## src/common/supervisor_pkg.sv

```systemverilog
// Constants, carrier structs and a helper function for the output fault
// supervisor. Assumes a single 10 MHz clock and eight low-side outputs.
//
// Functional notes
// - Open-load is judged for an output only while its command bit is low.
// - Every output has its own comparator result, judged bit by bit.
// - Pull-down sources come up enabled after reset.
// - Open-load bit reads 0 while that output's pull-down is off.
// - Pull-downs turn off only in sleep or when the serial disable asks.
// - Open-load filter delay lies between 100 and 450 microseconds.
// - Chip-select rising edge restarts the filter; compare only after expiry.
// - A vanished open-load stays latched until the response is read; turning its pull-down off clears it too.
// - Logic-supply under-voltage turns outputs off and resets control state.
// - Battery under-voltage turns outputs off and resets control state.
// - Low battery band: outputs follow commands, status flagged not valid.
// - Battery over-voltage holds outputs off until the supply is normal.
// - Calibration flag in the response reads 1 trimmed, 0 untrimmed.
// - Fault bits read 1 for fault and 0 for no fault.

package supervisor_pkg;

	// -----------------------------------------------------------------
	// Sizes and timing
	// -----------------------------------------------------------------
	localparam int     NUM_OUT       = 8;
	localparam int     CLK_HZ        = 10_000_000;
	localparam int     FILTER_MIN_US = 100;
	localparam int     FILTER_MAX_US = 450;
	// The least delay rounds up to whole cycles.
	localparam longint FILTER_CYC    =
		(longint'(FILTER_MIN_US) * CLK_HZ + 999_999) / 1_000_000;
	localparam int     CNT_W         = 10;
	localparam logic [CNT_W-1:0] FILTER_LOAD = CNT_W'(FILTER_CYC - 1);
	localparam logic [CNT_W-1:0] CNT_ZERO    = 10'h000;

	// -----------------------------------------------------------------
	// Reset values
	// -----------------------------------------------------------------
	localparam logic [NUM_OUT-1:0] GATE_RST  = 8'h00;
	localparam logic [NUM_OUT-1:0] PD_RST    = 8'hff;
	localparam logic [NUM_OUT-1:0] FAULT_RST = 8'h00;

	typedef enum logic [1:0] {
		RUN,
		UV_SHUT,
		OV_SHUT
	} supply_mode_type;

	// -----------------------------------------------------------------
	// Carriers
	// -----------------------------------------------------------------
	typedef struct packed {
		logic               cs_b;
		logic [NUM_OUT-1:0] cmp;
		logic               vdd_uv;
		logic               batt_uv;
		logic               batt_ov;
		logic               batt_low;
		logic               trimmed;
	} pin_type;

	localparam int PIN_W = $bits(pin_type);

	// Chip select idles high; every other pin flag idles low.
	localparam pin_type PIN_RST = '{
		cs_b:     1'b1,
		cmp:      FAULT_RST,
		vdd_uv:   1'b0,
		batt_uv:  1'b0,
		batt_ov:  1'b0,
		batt_low: 1'b0,
		trimmed:  1'b0
	};

	typedef struct packed {
		supply_mode_type    mode;
		logic               cs_prev;
		logic [NUM_OUT-1:0] gate;
		logic [NUM_OUT-1:0] pulldown_en;
		logic [NUM_OUT-1:0] open_fault;
		logic               ov_fault;
		logic               trim_set;
		logic               status_valid;
		logic               ctrl_reset;
	} state_type;

	localparam state_type STATE_RST = '{
		mode:         RUN,
		cs_prev:      1'b1,
		gate:         GATE_RST,
		pulldown_en:  PD_RST,
		open_fault:   FAULT_RST,
		ov_fault:     1'b0,
		trim_set:     1'b0,
		status_valid: 1'b0,
		ctrl_reset:   1'b1
	};

	// Sticky fault: a new event wins over a clear in the same cycle.
	function automatic logic [NUM_OUT-1:0] fault_hold(
		input logic [NUM_OUT-1:0] prev,
		input logic [NUM_OUT-1:0] set,
		input logic               clr
	);
		fault_hold = set | (prev & ~{NUM_OUT{clr}});
	endfunction : fault_hold

endpackage : supervisor_pkg

```

## src/hw/pin_sync.sv

```systemverilog
// Two-stage synchroniser for the supervisor's asynchronous pin inputs.
// Assumes a reset already released in step with clk_in.
`timescale 1ns/1ns
`default_nettype none

module pin_sync #(
	parameter int               WIDTH   = supervisor_pkg::PIN_W,
	parameter logic [WIDTH-1:0] RST_VAL = '0
) (
	input  wire logic             clk_in,
	input  wire logic             rst_b_in,
	input  wire logic [WIDTH-1:0] async_in,
	output logic      [WIDTH-1:0] sync_out
);

	logic [WIDTH-1:0] meta_reg;

	// Only the second stage is visible to the rest of the design.
	always_ff @(posedge clk_in or negedge rst_b_in) begin
		if (!rst_b_in) begin
			meta_reg <= RST_VAL;
			sync_out <= RST_VAL;
		end else begin
			meta_reg <= async_in;
			sync_out <= meta_reg;
		end
	end

endmodule : pin_sync

`default_nettype wire

```

## src/hw/filter_timer.sv

```systemverilog
// Open-load fault delay timer, restarted by a one-cycle pulse.
// Assumes a reset already released in step with clk_in.
`timescale 1ns/1ns
`default_nettype none

module filter_timer (
	input  wire logic clk_in,
	input  wire logic rst_b_in,
	input  wire logic restart_in,
	output logic      expired_out
);

	logic [supervisor_pkg::CNT_W-1:0] count_reg;

	// The timer starts loaded so no fault is taken right after reset.
	always_ff @(posedge clk_in or negedge rst_b_in) begin
		if (!rst_b_in) begin
			count_reg <= supervisor_pkg::FILTER_LOAD;
		end else if (restart_in) begin
			count_reg <= supervisor_pkg::FILTER_LOAD;
		end else if (count_reg != supervisor_pkg::CNT_ZERO) begin
			count_reg <= count_reg - 1'b1;
		end
	end

	assign expired_out = (count_reg == supervisor_pkg::CNT_ZERO);

endmodule : filter_timer

`default_nettype wire

```

## src/hw/output_fault_supervisor.sv

```systemverilog
// Fault supervisor of an eight-channel low-side driver: open-load checks,
// supply shutdown and latched status for the serial response word.
// Assumes command and disable bits come from the serial block on clk_in,
// while comparator, supply and chip-select levels arrive asynchronously.
`timescale 1ns/1ns
`default_nettype none

module output_fault_supervisor (
	input  wire logic                              clk_in,
	input  wire logic                              rst_b_in,
	input  wire logic                              cs_b_in,
	input  wire logic [supervisor_pkg::NUM_OUT-1:0] out_cmd_in,
	input  wire logic [supervisor_pkg::NUM_OUT-1:0] pulldown_dis_in,
	input  wire logic                              sleep_in,
	input  wire logic                              frame_done_in,
	input  wire logic [supervisor_pkg::NUM_OUT-1:0] open_cmp_in,
	input  wire logic                              vdd_uv_in,
	input  wire logic                              batt_uv_in,
	input  wire logic                              batt_ov_in,
	input  wire logic                              batt_low_in,
	input  wire logic                              trimmed_in,
	output logic      [supervisor_pkg::NUM_OUT-1:0] gate_out,
	output logic      [supervisor_pkg::NUM_OUT-1:0] pulldown_en_out,
	output logic      [supervisor_pkg::NUM_OUT-1:0] open_fault_out,
	output logic                                   ov_fault_out,
	output logic                                   trim_set_out,
	output logic                                   status_valid_out,
	output logic                                   ctrl_reset_out
);

	// -----------------------------------------------------------------
	// Reset release
	// -----------------------------------------------------------------
	logic [1:0] rst_sync_reg;
	logic       rst_b;

	always_ff @(posedge clk_in or negedge rst_b_in) begin
		if (!rst_b_in) begin
			rst_sync_reg <= 2'h0;
		end else begin
			rst_sync_reg <= {rst_sync_reg[0], 1'b1};
		end
	end

	assign rst_b = rst_sync_reg[1];

	// -----------------------------------------------------------------
	// Pin synchronisation and filter timer
	// -----------------------------------------------------------------
	supervisor_pkg::pin_type   pin_raw;
	supervisor_pkg::pin_type   pin;
	supervisor_pkg::state_type st_reg;
	supervisor_pkg::state_type st_next;
	logic                      cs_rise;
	logic                      filter_done;
	logic                      any_uv;
	logic [supervisor_pkg::NUM_OUT-1:0] detect;
	logic [supervisor_pkg::NUM_OUT-1:0] ov_hold;

	assign pin_raw = '{
		cs_b:     cs_b_in,
		cmp:      open_cmp_in,
		vdd_uv:   vdd_uv_in,
		batt_uv:  batt_uv_in,
		batt_ov:  batt_ov_in,
		batt_low: batt_low_in,
		trimmed:  trimmed_in
	};

	// Chip select resets to its idle high level, so that the edge
	// detector sees no false rising edge as reset lets go.
	pin_sync #(
		.WIDTH  (supervisor_pkg::PIN_W),
		.RST_VAL(supervisor_pkg::PIN_RST)
	) u_pin_sync (
		.clk_in  (clk_in),
		.rst_b_in(rst_b),
		.async_in(pin_raw),
		.sync_out(pin)
	);

	assign cs_rise = pin.cs_b & ~st_reg.cs_prev;

	filter_timer u_filter_timer (
		.clk_in     (clk_in),
		.rst_b_in   (rst_b),
		.restart_in (cs_rise),
		.expired_out(filter_done)
	);

	assign any_uv = pin.vdd_uv | pin.batt_uv;

	// -----------------------------------------------------------------
	// Next state
	// -----------------------------------------------------------------
	always_comb begin
		st_next = st_reg;
		st_next.cs_prev = pin.cs_b;

		// Under-voltage outranks over-voltage: both switch off, but only
		// under-voltage also wipes the control state.
		if (any_uv) begin
			st_next.mode = supervisor_pkg::UV_SHUT;
		end else if (pin.batt_ov) begin
			st_next.mode = supervisor_pkg::OV_SHUT;
		end else begin
			st_next.mode = supervisor_pkg::RUN;
		end

		case (st_next.mode)
			supervisor_pkg::RUN: begin
				st_next.gate = out_cmd_in;
				st_next.ctrl_reset = 1'b0;
				st_next.pulldown_en = ~(pulldown_dis_in |
					{supervisor_pkg::NUM_OUT{sleep_in}});
			end
			supervisor_pkg::OV_SHUT: begin
				st_next.gate = supervisor_pkg::GATE_RST;
				st_next.ctrl_reset = 1'b0;
				st_next.pulldown_en = ~(pulldown_dis_in |
					{supervisor_pkg::NUM_OUT{sleep_in}});
			end
			default: begin
				// The serial disable is a control bit and is held in reset.
				st_next.gate = supervisor_pkg::GATE_RST;
				st_next.ctrl_reset = 1'b1;
				st_next.pulldown_en = supervisor_pkg::PD_RST &
					~{supervisor_pkg::NUM_OUT{sleep_in}};
			end
		endcase

		st_next.open_fault = supervisor_pkg::fault_hold(st_reg.open_fault,
			detect, frame_done_in) & st_next.pulldown_en;
		// The over-voltage flag shares the sticky helper on bit 0 only.
		ov_hold = supervisor_pkg::fault_hold({7'h00, st_reg.ov_fault},
			{7'h00, pin.batt_ov}, frame_done_in);
		st_next.ov_fault = ov_hold[0];
		st_next.trim_set = pin.trimmed;
		// Status in the low battery band is flagged, not suppressed.
		st_next.status_valid = ~pin.batt_low & ~any_uv;
	end

	// Judged only when off, pulled down, filtered and free of under- and over-voltage.
	always_comb begin
		detect = pin.cmp & ~out_cmd_in & st_reg.pulldown_en;
		if (!filter_done || st_reg.mode != supervisor_pkg::RUN) begin
			detect = supervisor_pkg::FAULT_RST;
		end
	end

	// -----------------------------------------------------------------
	// State register
	// -----------------------------------------------------------------
	always_ff @(posedge clk_in or negedge rst_b) begin
		if (!rst_b) begin
			st_reg <= supervisor_pkg::STATE_RST;
		end else begin
			st_reg <= st_next;
		end
	end

	assign gate_out         = st_reg.gate;
	assign pulldown_en_out  = st_reg.pulldown_en;
	assign open_fault_out   = st_reg.open_fault;
	assign ov_fault_out     = st_reg.ov_fault;
	assign trim_set_out     = st_reg.trim_set;
	assign status_valid_out = st_reg.status_valid;
	assign ctrl_reset_out   = st_reg.ctrl_reset;
endmodule : output_fault_supervisor

`default_nettype wire

```

## config.mk

```make
export PLATFORM = sky130hd
export DESIGN_NAME = output_fault_supervisor
export DESIGN_NICKNAME = d
export VERILOG_FILES = /design/src/common/supervisor_pkg.sv /design/src/hw/pin_sync.sv /design/src/hw/filter_timer.sv /design/src/hw/output_fault_supervisor.sv
export SDC_FILE = /design/constraint.sdc
export NUM_CORES = 1
export LEC_CHECK = 0
export ABC_AREA = 1
export BUFFER_PORTS_ARGS = -buffer_cell sky130_fd_sc_hd__buf_2
export CORE_MARGIN = 2
export CORE_UTILIZATION = 57
export DETAILED_ROUTE_END_ITERATION = 7
export PLACE_DENSITY = 0.95
export SLEW_MARGIN = 20
export SYNTH_ARGS = -nofsm -noshare
export SYNTH_HDL_FRONTEND = slang
export SYNTH_SLANG_ARGS = --single-unit
```

## constraint.sdc

```tcl
create_clock -name clk_in -period 4.6 [get_ports clk_in]
set_input_delay 0.92 -clock clk_in [delete_from_list [all_inputs] [get_ports clk_in]]
set_output_delay 0.92 -clock clk_in [all_outputs]
set_load 0.02 [all_outputs]
```

Word-level counts from Yosys, hierarchy flattened
Index checks and enable logic that the tools add are counted.
{"block": "word_totals", "reg_bits": 71, "latchBits": 0, "mem_bits_rw": 0, "mem_bits_ro": 0, "inputBits": 34, "out_inout_bits": 28, "elab_cells": 48, "n_memories": 0}
{"block": "classes", "addsub": 1, "n_mul": 0, "n_div": 0, "order_cmp": 0, "eq_ne": 1, "n_shift": 0, "mux": 7, "bitwise_logic": 18, "reduce_logical": 8}
{"cell": "8-bit AND", "n": 4}
{"cell": "8-bit inverter", "n": 4}
{"cell": "16-bit one-hot mux with 2 select lines", "n": 1}
{"cell": "10-bit two-way mux", "n": 2}
{"cell": "8-bit bitwise OR", "n": 2}
{"cell": "10-bit zero test", "n": 1}
{"cell": "10-bit nonzero test", "n": 1}
{"cell": "10-bit by 1-bit subtractor with 10-bit output (second input constant)", "n": 1}
{"cell": "8-bit two-way mux", "n": 1}
{"cell": "2-bit two-way mux", "n": 2}
{"cell": "2-bit nonzero test", "n": 2}
{"cell": "1-bit AND", "n": 3}
{"cell": "1-bit inverter", "n": 3}
{"cell": "2-bit equality test (second input constant)", "n": 1}
{"cell": "2-bit zero test", "n": 1}
{"cell": "1-bit bitwise OR", "n": 2}
{"cell": "2-bit OR reduction", "n": 1}
{"cell": "1-bit zero test", "n": 1}
{"cell": "1-bit logical OR", "n": 1}
{"cell": "1-bit two-way mux", "n": 1}

Logic depth before layout (Yosys ltp)
{"block": "depth", "word_depth": 6, "ltp_mapped": 9, "depth_no_buf": 9}

Modules after synthesis
From an unflattened synthesis, not the netlist that was laid out.
{"block": "hier_totals", "hier_cells": 269, "hier_area_um2": 2772.7}
{"mod": "output_fault_supervisor", "n_inst": 1, "cells_each": 162, "area_each_um2": 1460.2, "seq_area_each_um2": 838.3}
{"mod": "pin_sync", "n_inst": 1, "cells_each": 28, "area_each_um2": 703.2, "seq_area_each_um2": 703.2}
{"mod": "filter_timer", "n_inst": 1, "cells_each": 79, "area_each_um2": 609.3, "seq_area_each_um2": 260.2}

Worst setup path after synthesis
No wires, ideal clock.
{"block": "synth_timing", "path_type": "reg-to-output", "from": "register st_reg (netlist bit pulldown_en_out[0])", "to": "output port pulldown_en_out[0] in the netlist's numbering", "t_arrival_ns": 0.629, "path_slack_ns": 3.051, "stages_incl_launch_ff": 2, "n_path_buf": 1, "path_cell_list": "dfstp_2 > buf_4"}
{"item": "from (decl)", "line_no": "output_fault_supervisor.sv:52", "text": "supervisor_pkg::state_type st_reg;"}
{"item": "from (signal assigned)", "line_no": "output_fault_supervisor.sv:156", "text": "st_reg <= supervisor_pkg::STATE_RST;"}
{"item": "from (signal assigned)", "line_no": "output_fault_supervisor.sv:158", "text": "st_reg <= st_next;"}
{"item": "to (decl)", "line_no": "output_fault_supervisor.sv:23", "text": "output logic [supervisor_pkg::NUM_OUT-1:0] pulldown_en_out,"}
No word-level cell between the ends.

Final worst setup path
{"block": "layout_timing", "from": "register st_reg (netlist bit pulldown_en_out[3])", "to": "output port pulldown_en_out[3] in the netlist's numbering"}
No word-level cell between the ends.

==> impl_metrics.tcl <==
set metrics [dict create \
    status "finished, final reports clean" \
    power_switching_share_pct 26.4 \
    cap_viol_max_count 0 \
    timing.critical_path.from "pulldown_en_out[3]$_DFF_PN1_" \
    worstPathCellList "buf_2" \
    worstSetupEndpoint "pulldown_en_out[3]" \
    grt_max_degree 70 \
    cts.repair.resized 0 \
    dp_worst_setup_slack_ns 3.01 \
    worst_r2r_path_depth 7 \
    synth_cell_type_count 25 \
    cts_hold_buffers 0 \
    power_switching_uw 335 \
    clock_sink_count 71 \
    ant_nets 0 \
    worst_path_slowest_cell "sky130_fd_sc_hd__dfstp_2" \
    crit_fanout 2 \
    grt_setup_unrepaired "no" \
    yosys_register_bits 71 \
    classification_of_the_worst_slack_hold_path "reg2reg" \
    yosys_warnings 0 \
    clk_pin_slew_ns 0.08 \
    grt_antenna_before_repair 0 \
    netlist_top_cells_count "51 x sky130_fd_sc_hd__dfrtp_1, 38 x sky130_fd_sc_hd__nand2_1, 36 x sky130_fd_sc_hd__inv_1, 27 x sky130_fd_sc_hd__nor2_1, 24 x sky130_fd_sc_hd__buf_4" \
    path_depth 1 \
    critical-path-max-stage-delay_ns 0.53 \
    crit-reg2reg-capture "u_filter_timer.count_reg[7]$_DFFE_PN1P_" \
    floorplan.die_area_sq_um 5330 \
    dieWidth_um 73.0 \
    tritoncts "yes" \
    critical_path_launch_point_type "flip-flop" \
    reg2reg_from "u_filter_timer.count_reg[0]$_DFFE_PN1P_" \
    peakVddDrop_mv 0.257 \
    p_leak_nw 1.60 \
    avgSynthCellArea_sq_um 10.6 \
    power_density_nw_per_um2 414 \
    placement.io_buffers 61 \
    netlist.area_leader.share_pct 47.0 \
    drive_gt1_share_pct 35.2 \
    final.hold.worst_slack_ns 0.351 \
    synth_nets 291 \
    max_slew.worst_pin.slew_ns 0.808 \
    critical_path_buf_inv_count 1 \
    nets 337 \
    core_area_sq_um 4660 \
    ctsRootBufferMaster "sky130_fd_sc_hd__clkbuf_8" \
    clock_path_buffers 2 \
    wl_per_cell_um 13.6 \
    fin_crit_ns 1.95 \
    leading_cell_type_by_number_of_instances_after_synthesis "sky130_fd_sc_hd__dfrtp_1" \
    synth_flop_cell "sky130_fd_sc_hd__dfrtp_1" \
    cts_bufs_inserted 9 \
    power_frac_comb_pct 10.6 \
    grt_use_total_pct 20.8 \
    p_int_uw 936 \
    postSynthCellCount 256 \
    first_global_vias 1762 \
    synthArstFlopShare_pct 100 \
    cts.repair_timing.setup_buffer_count 0 \
    post_synth_main_area_contributors "sky130_fd_sc_hd__dfrtp_1 47%, sky130_fd_sc_hd__dfstp_2 19%, sky130_fd_sc_hd__buf_4 6.6%" \
    setup-tns-final_ns 0 \
    insertion_delay_ns 0.34 \
    timing.final.max_slew_violations 0 \
    gp_routability_congestion 0.793 \
    criticalPathCategory "reg2out" \
    layout.filler_cells 337 \
    syn-cell-area_sq_um 2720 \
    initial_core_utilization_pct 58.3 \
    detailed_place_hpwl_um 3300 \
    synth-seq-area-share_pct 66.3 \
    synth-edff-count 0 \
    area.growth.synth_to_final_pct 13.1 \
    worst-endpoint-required_ns 3.68 \
    finalWirelength_um 4900 \
    share_clk_of_total_power_pct 34.0 \
    antenna_cells 0 \
    num_rows 25 \
    first_pass_grt_wire_length_um 8000 \
    routed-via-count 1824 \
    synth_area_leader "sky130_fd_sc_hd__dfrtp_1" \
    detail_route.first_pass.iterations 4 \
    report.final.setup_viol 0 \
    final_critical_path_setup_slack_ns 2.65 \
    htree_levels 3 \
    reg2reg_setup_slack_ns 3.07 \
    timing.critical_path.to_type "output pin" \
    gr-total-overflow 0 \
    ios 62 \
    final_hold_viol_count 0 \
    dieHeight_um 73.0 \
    via_per_inst 5.05 \
    slew_headroom_pct 46.1 \
    share_of_the_clock_period_used_by_the_worst_path_pct 42.3 \
    power.sequential.fraction_pct 55.4 \
    max_freq_mhz 514 \
    finalClockSkew_ns 0.0114 \
    cpLargestDelayFamily "flip-flops" \
    detail_route.iter0.violations 111 \
    crit_arrival_ns 1.03 \
    detail_route.drc_violations 0 \
]
## placed cells by master, fill, tap and decap left out, types with 2 or more instances in the layout
| master | instances |
|---|---|
| sky130_fd_sc_hd__buf_2 | 61 |
| sky130_fd_sc_hd__dfrtp_1 | 50 |
| sky130_fd_sc_hd__nand2_1 | 38 |
| sky130_fd_sc_hd__inv_1 | 36 |
| sky130_fd_sc_hd__nor2_1 | 27 |
| sky130_fd_sc_hd__dfstp_2 | 20 |
| sky130_fd_sc_hd__a21oi_1 | 16 |
| sky130_fd_sc_hd__nand4_1 | 10 |
| sky130_fd_sc_hd__clkbuf_8 | 10 |
| sky130_fd_sc_hd__nand3_1 | 9 |
| sky130_fd_sc_hd__nand3b_1 | 3 |
| sky130_fd_sc_hd__clkinv_2 | 3 |
| sky130_fd_sc_hd__nor2_2 | 2 |
| sky130_fd_sc_hd__inv_2 | 2 |
| sky130_fd_sc_hd__nand2_2 | 2 |
| sky130_fd_sc_hd__nor2_4 | 2 |
| sky130_fd_sc_hd__o21ai_0 | 2 |
| sky130_fd_sc_hd__o21ai_1 | 2 |
## metal layers
metal	vias to the layer above	GRT usage, %	wire length, um	part of all wire, %
met5	-	0	0	0
met4	0	11.1	161	3.3
met3	16	7.18	291	5.9
met2	72	33.0	2490	51
met1	872	24.9	1950	40
li1	864	-	-	-
## through the flow
step                      area [sq um]  utilization, %  std cells  total power [mW]
final                             3070            65.9        361              1.27
after global routing              3070            65.9        361              1.34
after CTS                         3070            65.9        361              1.28
after detailed placement          2900            62.2        345             0.851
after global placement            2900            62.2        345             0.840
after floorplan                   2720               -        256             0.812
## power groups by stage
stage	Sequential, mW	Clock (mW)	Combinational, mW
2_1_floorplan	0.720	0	0.0913
3_3_place_gp	0.713	0	0.128
3_5_place_dp	0.716	0	0.134
4_1_cts	0.705	0.443	0.136
5_1_grt	0.710	0.476	0.155
6_report	0.705	0.432	0.134
## worst min path at each step
| stage | from | endpoint | slack, ns | depth (start not counted) |
|---|---|---|---|---|
| final | u_pin_sync.meta_reg[7]$_DFF_PN0_ | u_pin_sync.sync_out[7]$_DFF_PN0_ | 0.35 | 0 |
| after global routing | rst_b_in | rst_sync_reg[1]$_DFF_PN0_ | 0.34 | 1 |
| after CTS | rst_b_in | rst_sync_reg[1]$_DFF_PN0_ | 0.34 | 1 |
| after global placement | u_pin_sync.meta_reg[0]$_DFF_PN0_ | u_pin_sync.sync_out[0]$_DFF_PN0_ | 0.33 | 0 |
| after detailed placement | u_pin_sync.meta_reg[7]$_DFF_PN0_ | u_pin_sync.sync_out[7]$_DFF_PN0_ | 0.34 | 0 |
| after floorplan | rst_sync_reg[0]$_DFF_PN0_ | rst_sync_reg[1]$_DFF_PN0_ | 0.33 | 0 |
## kinds of logic (layout without fill, tap and decap cells)
family / Yosys count / after routing / synth area share (%)
AOI/OAI and AO/OA: 22 / 22 / 4.24
adders and majority gates: 1 / 1 / 0.461
buffers and inverters: 66 / 117 / 12.7
DFF: 71 / 71 / 66.3
other: 1 / 1 / 0.138
and+or+nand+nor: 95 / 95 / 16.1
## final cells by class
cell class / instances / area, sq um / area share [%]
flip-flops and latches: 71 / 1800 / 58.7
clock inverters: 5 / 32.5 / 1.06
repair buffers: 62 / 313 / 10.2
clock buffers: 11 / 141 / 4.60
well taps: 54 / 67.6 / 2.20
multi-input cells: 119 / 569 / 18.5
inverters: 39 / 146 / 4.76
## worst reg2reg max path, cell delays in order, from the launching register on
cell and delay [ns]:
sky130_fd_sc_hd__dfstp_2 0.39, sky130_fd_sc_hd__inv_2 0.09, sky130_fd_sc_hd__ha_1 0.18, sky130_fd_sc_hd__nand2_2 0.10, sky130_fd_sc_hd__nor2_4 0.28, sky130_fd_sc_hd__nand2_1 0.21, sky130_fd_sc_hd__nand3b_1 0.13, sky130_fd_sc_hd__nand3_1 0.07
Power figures use the tool's default switching activity.
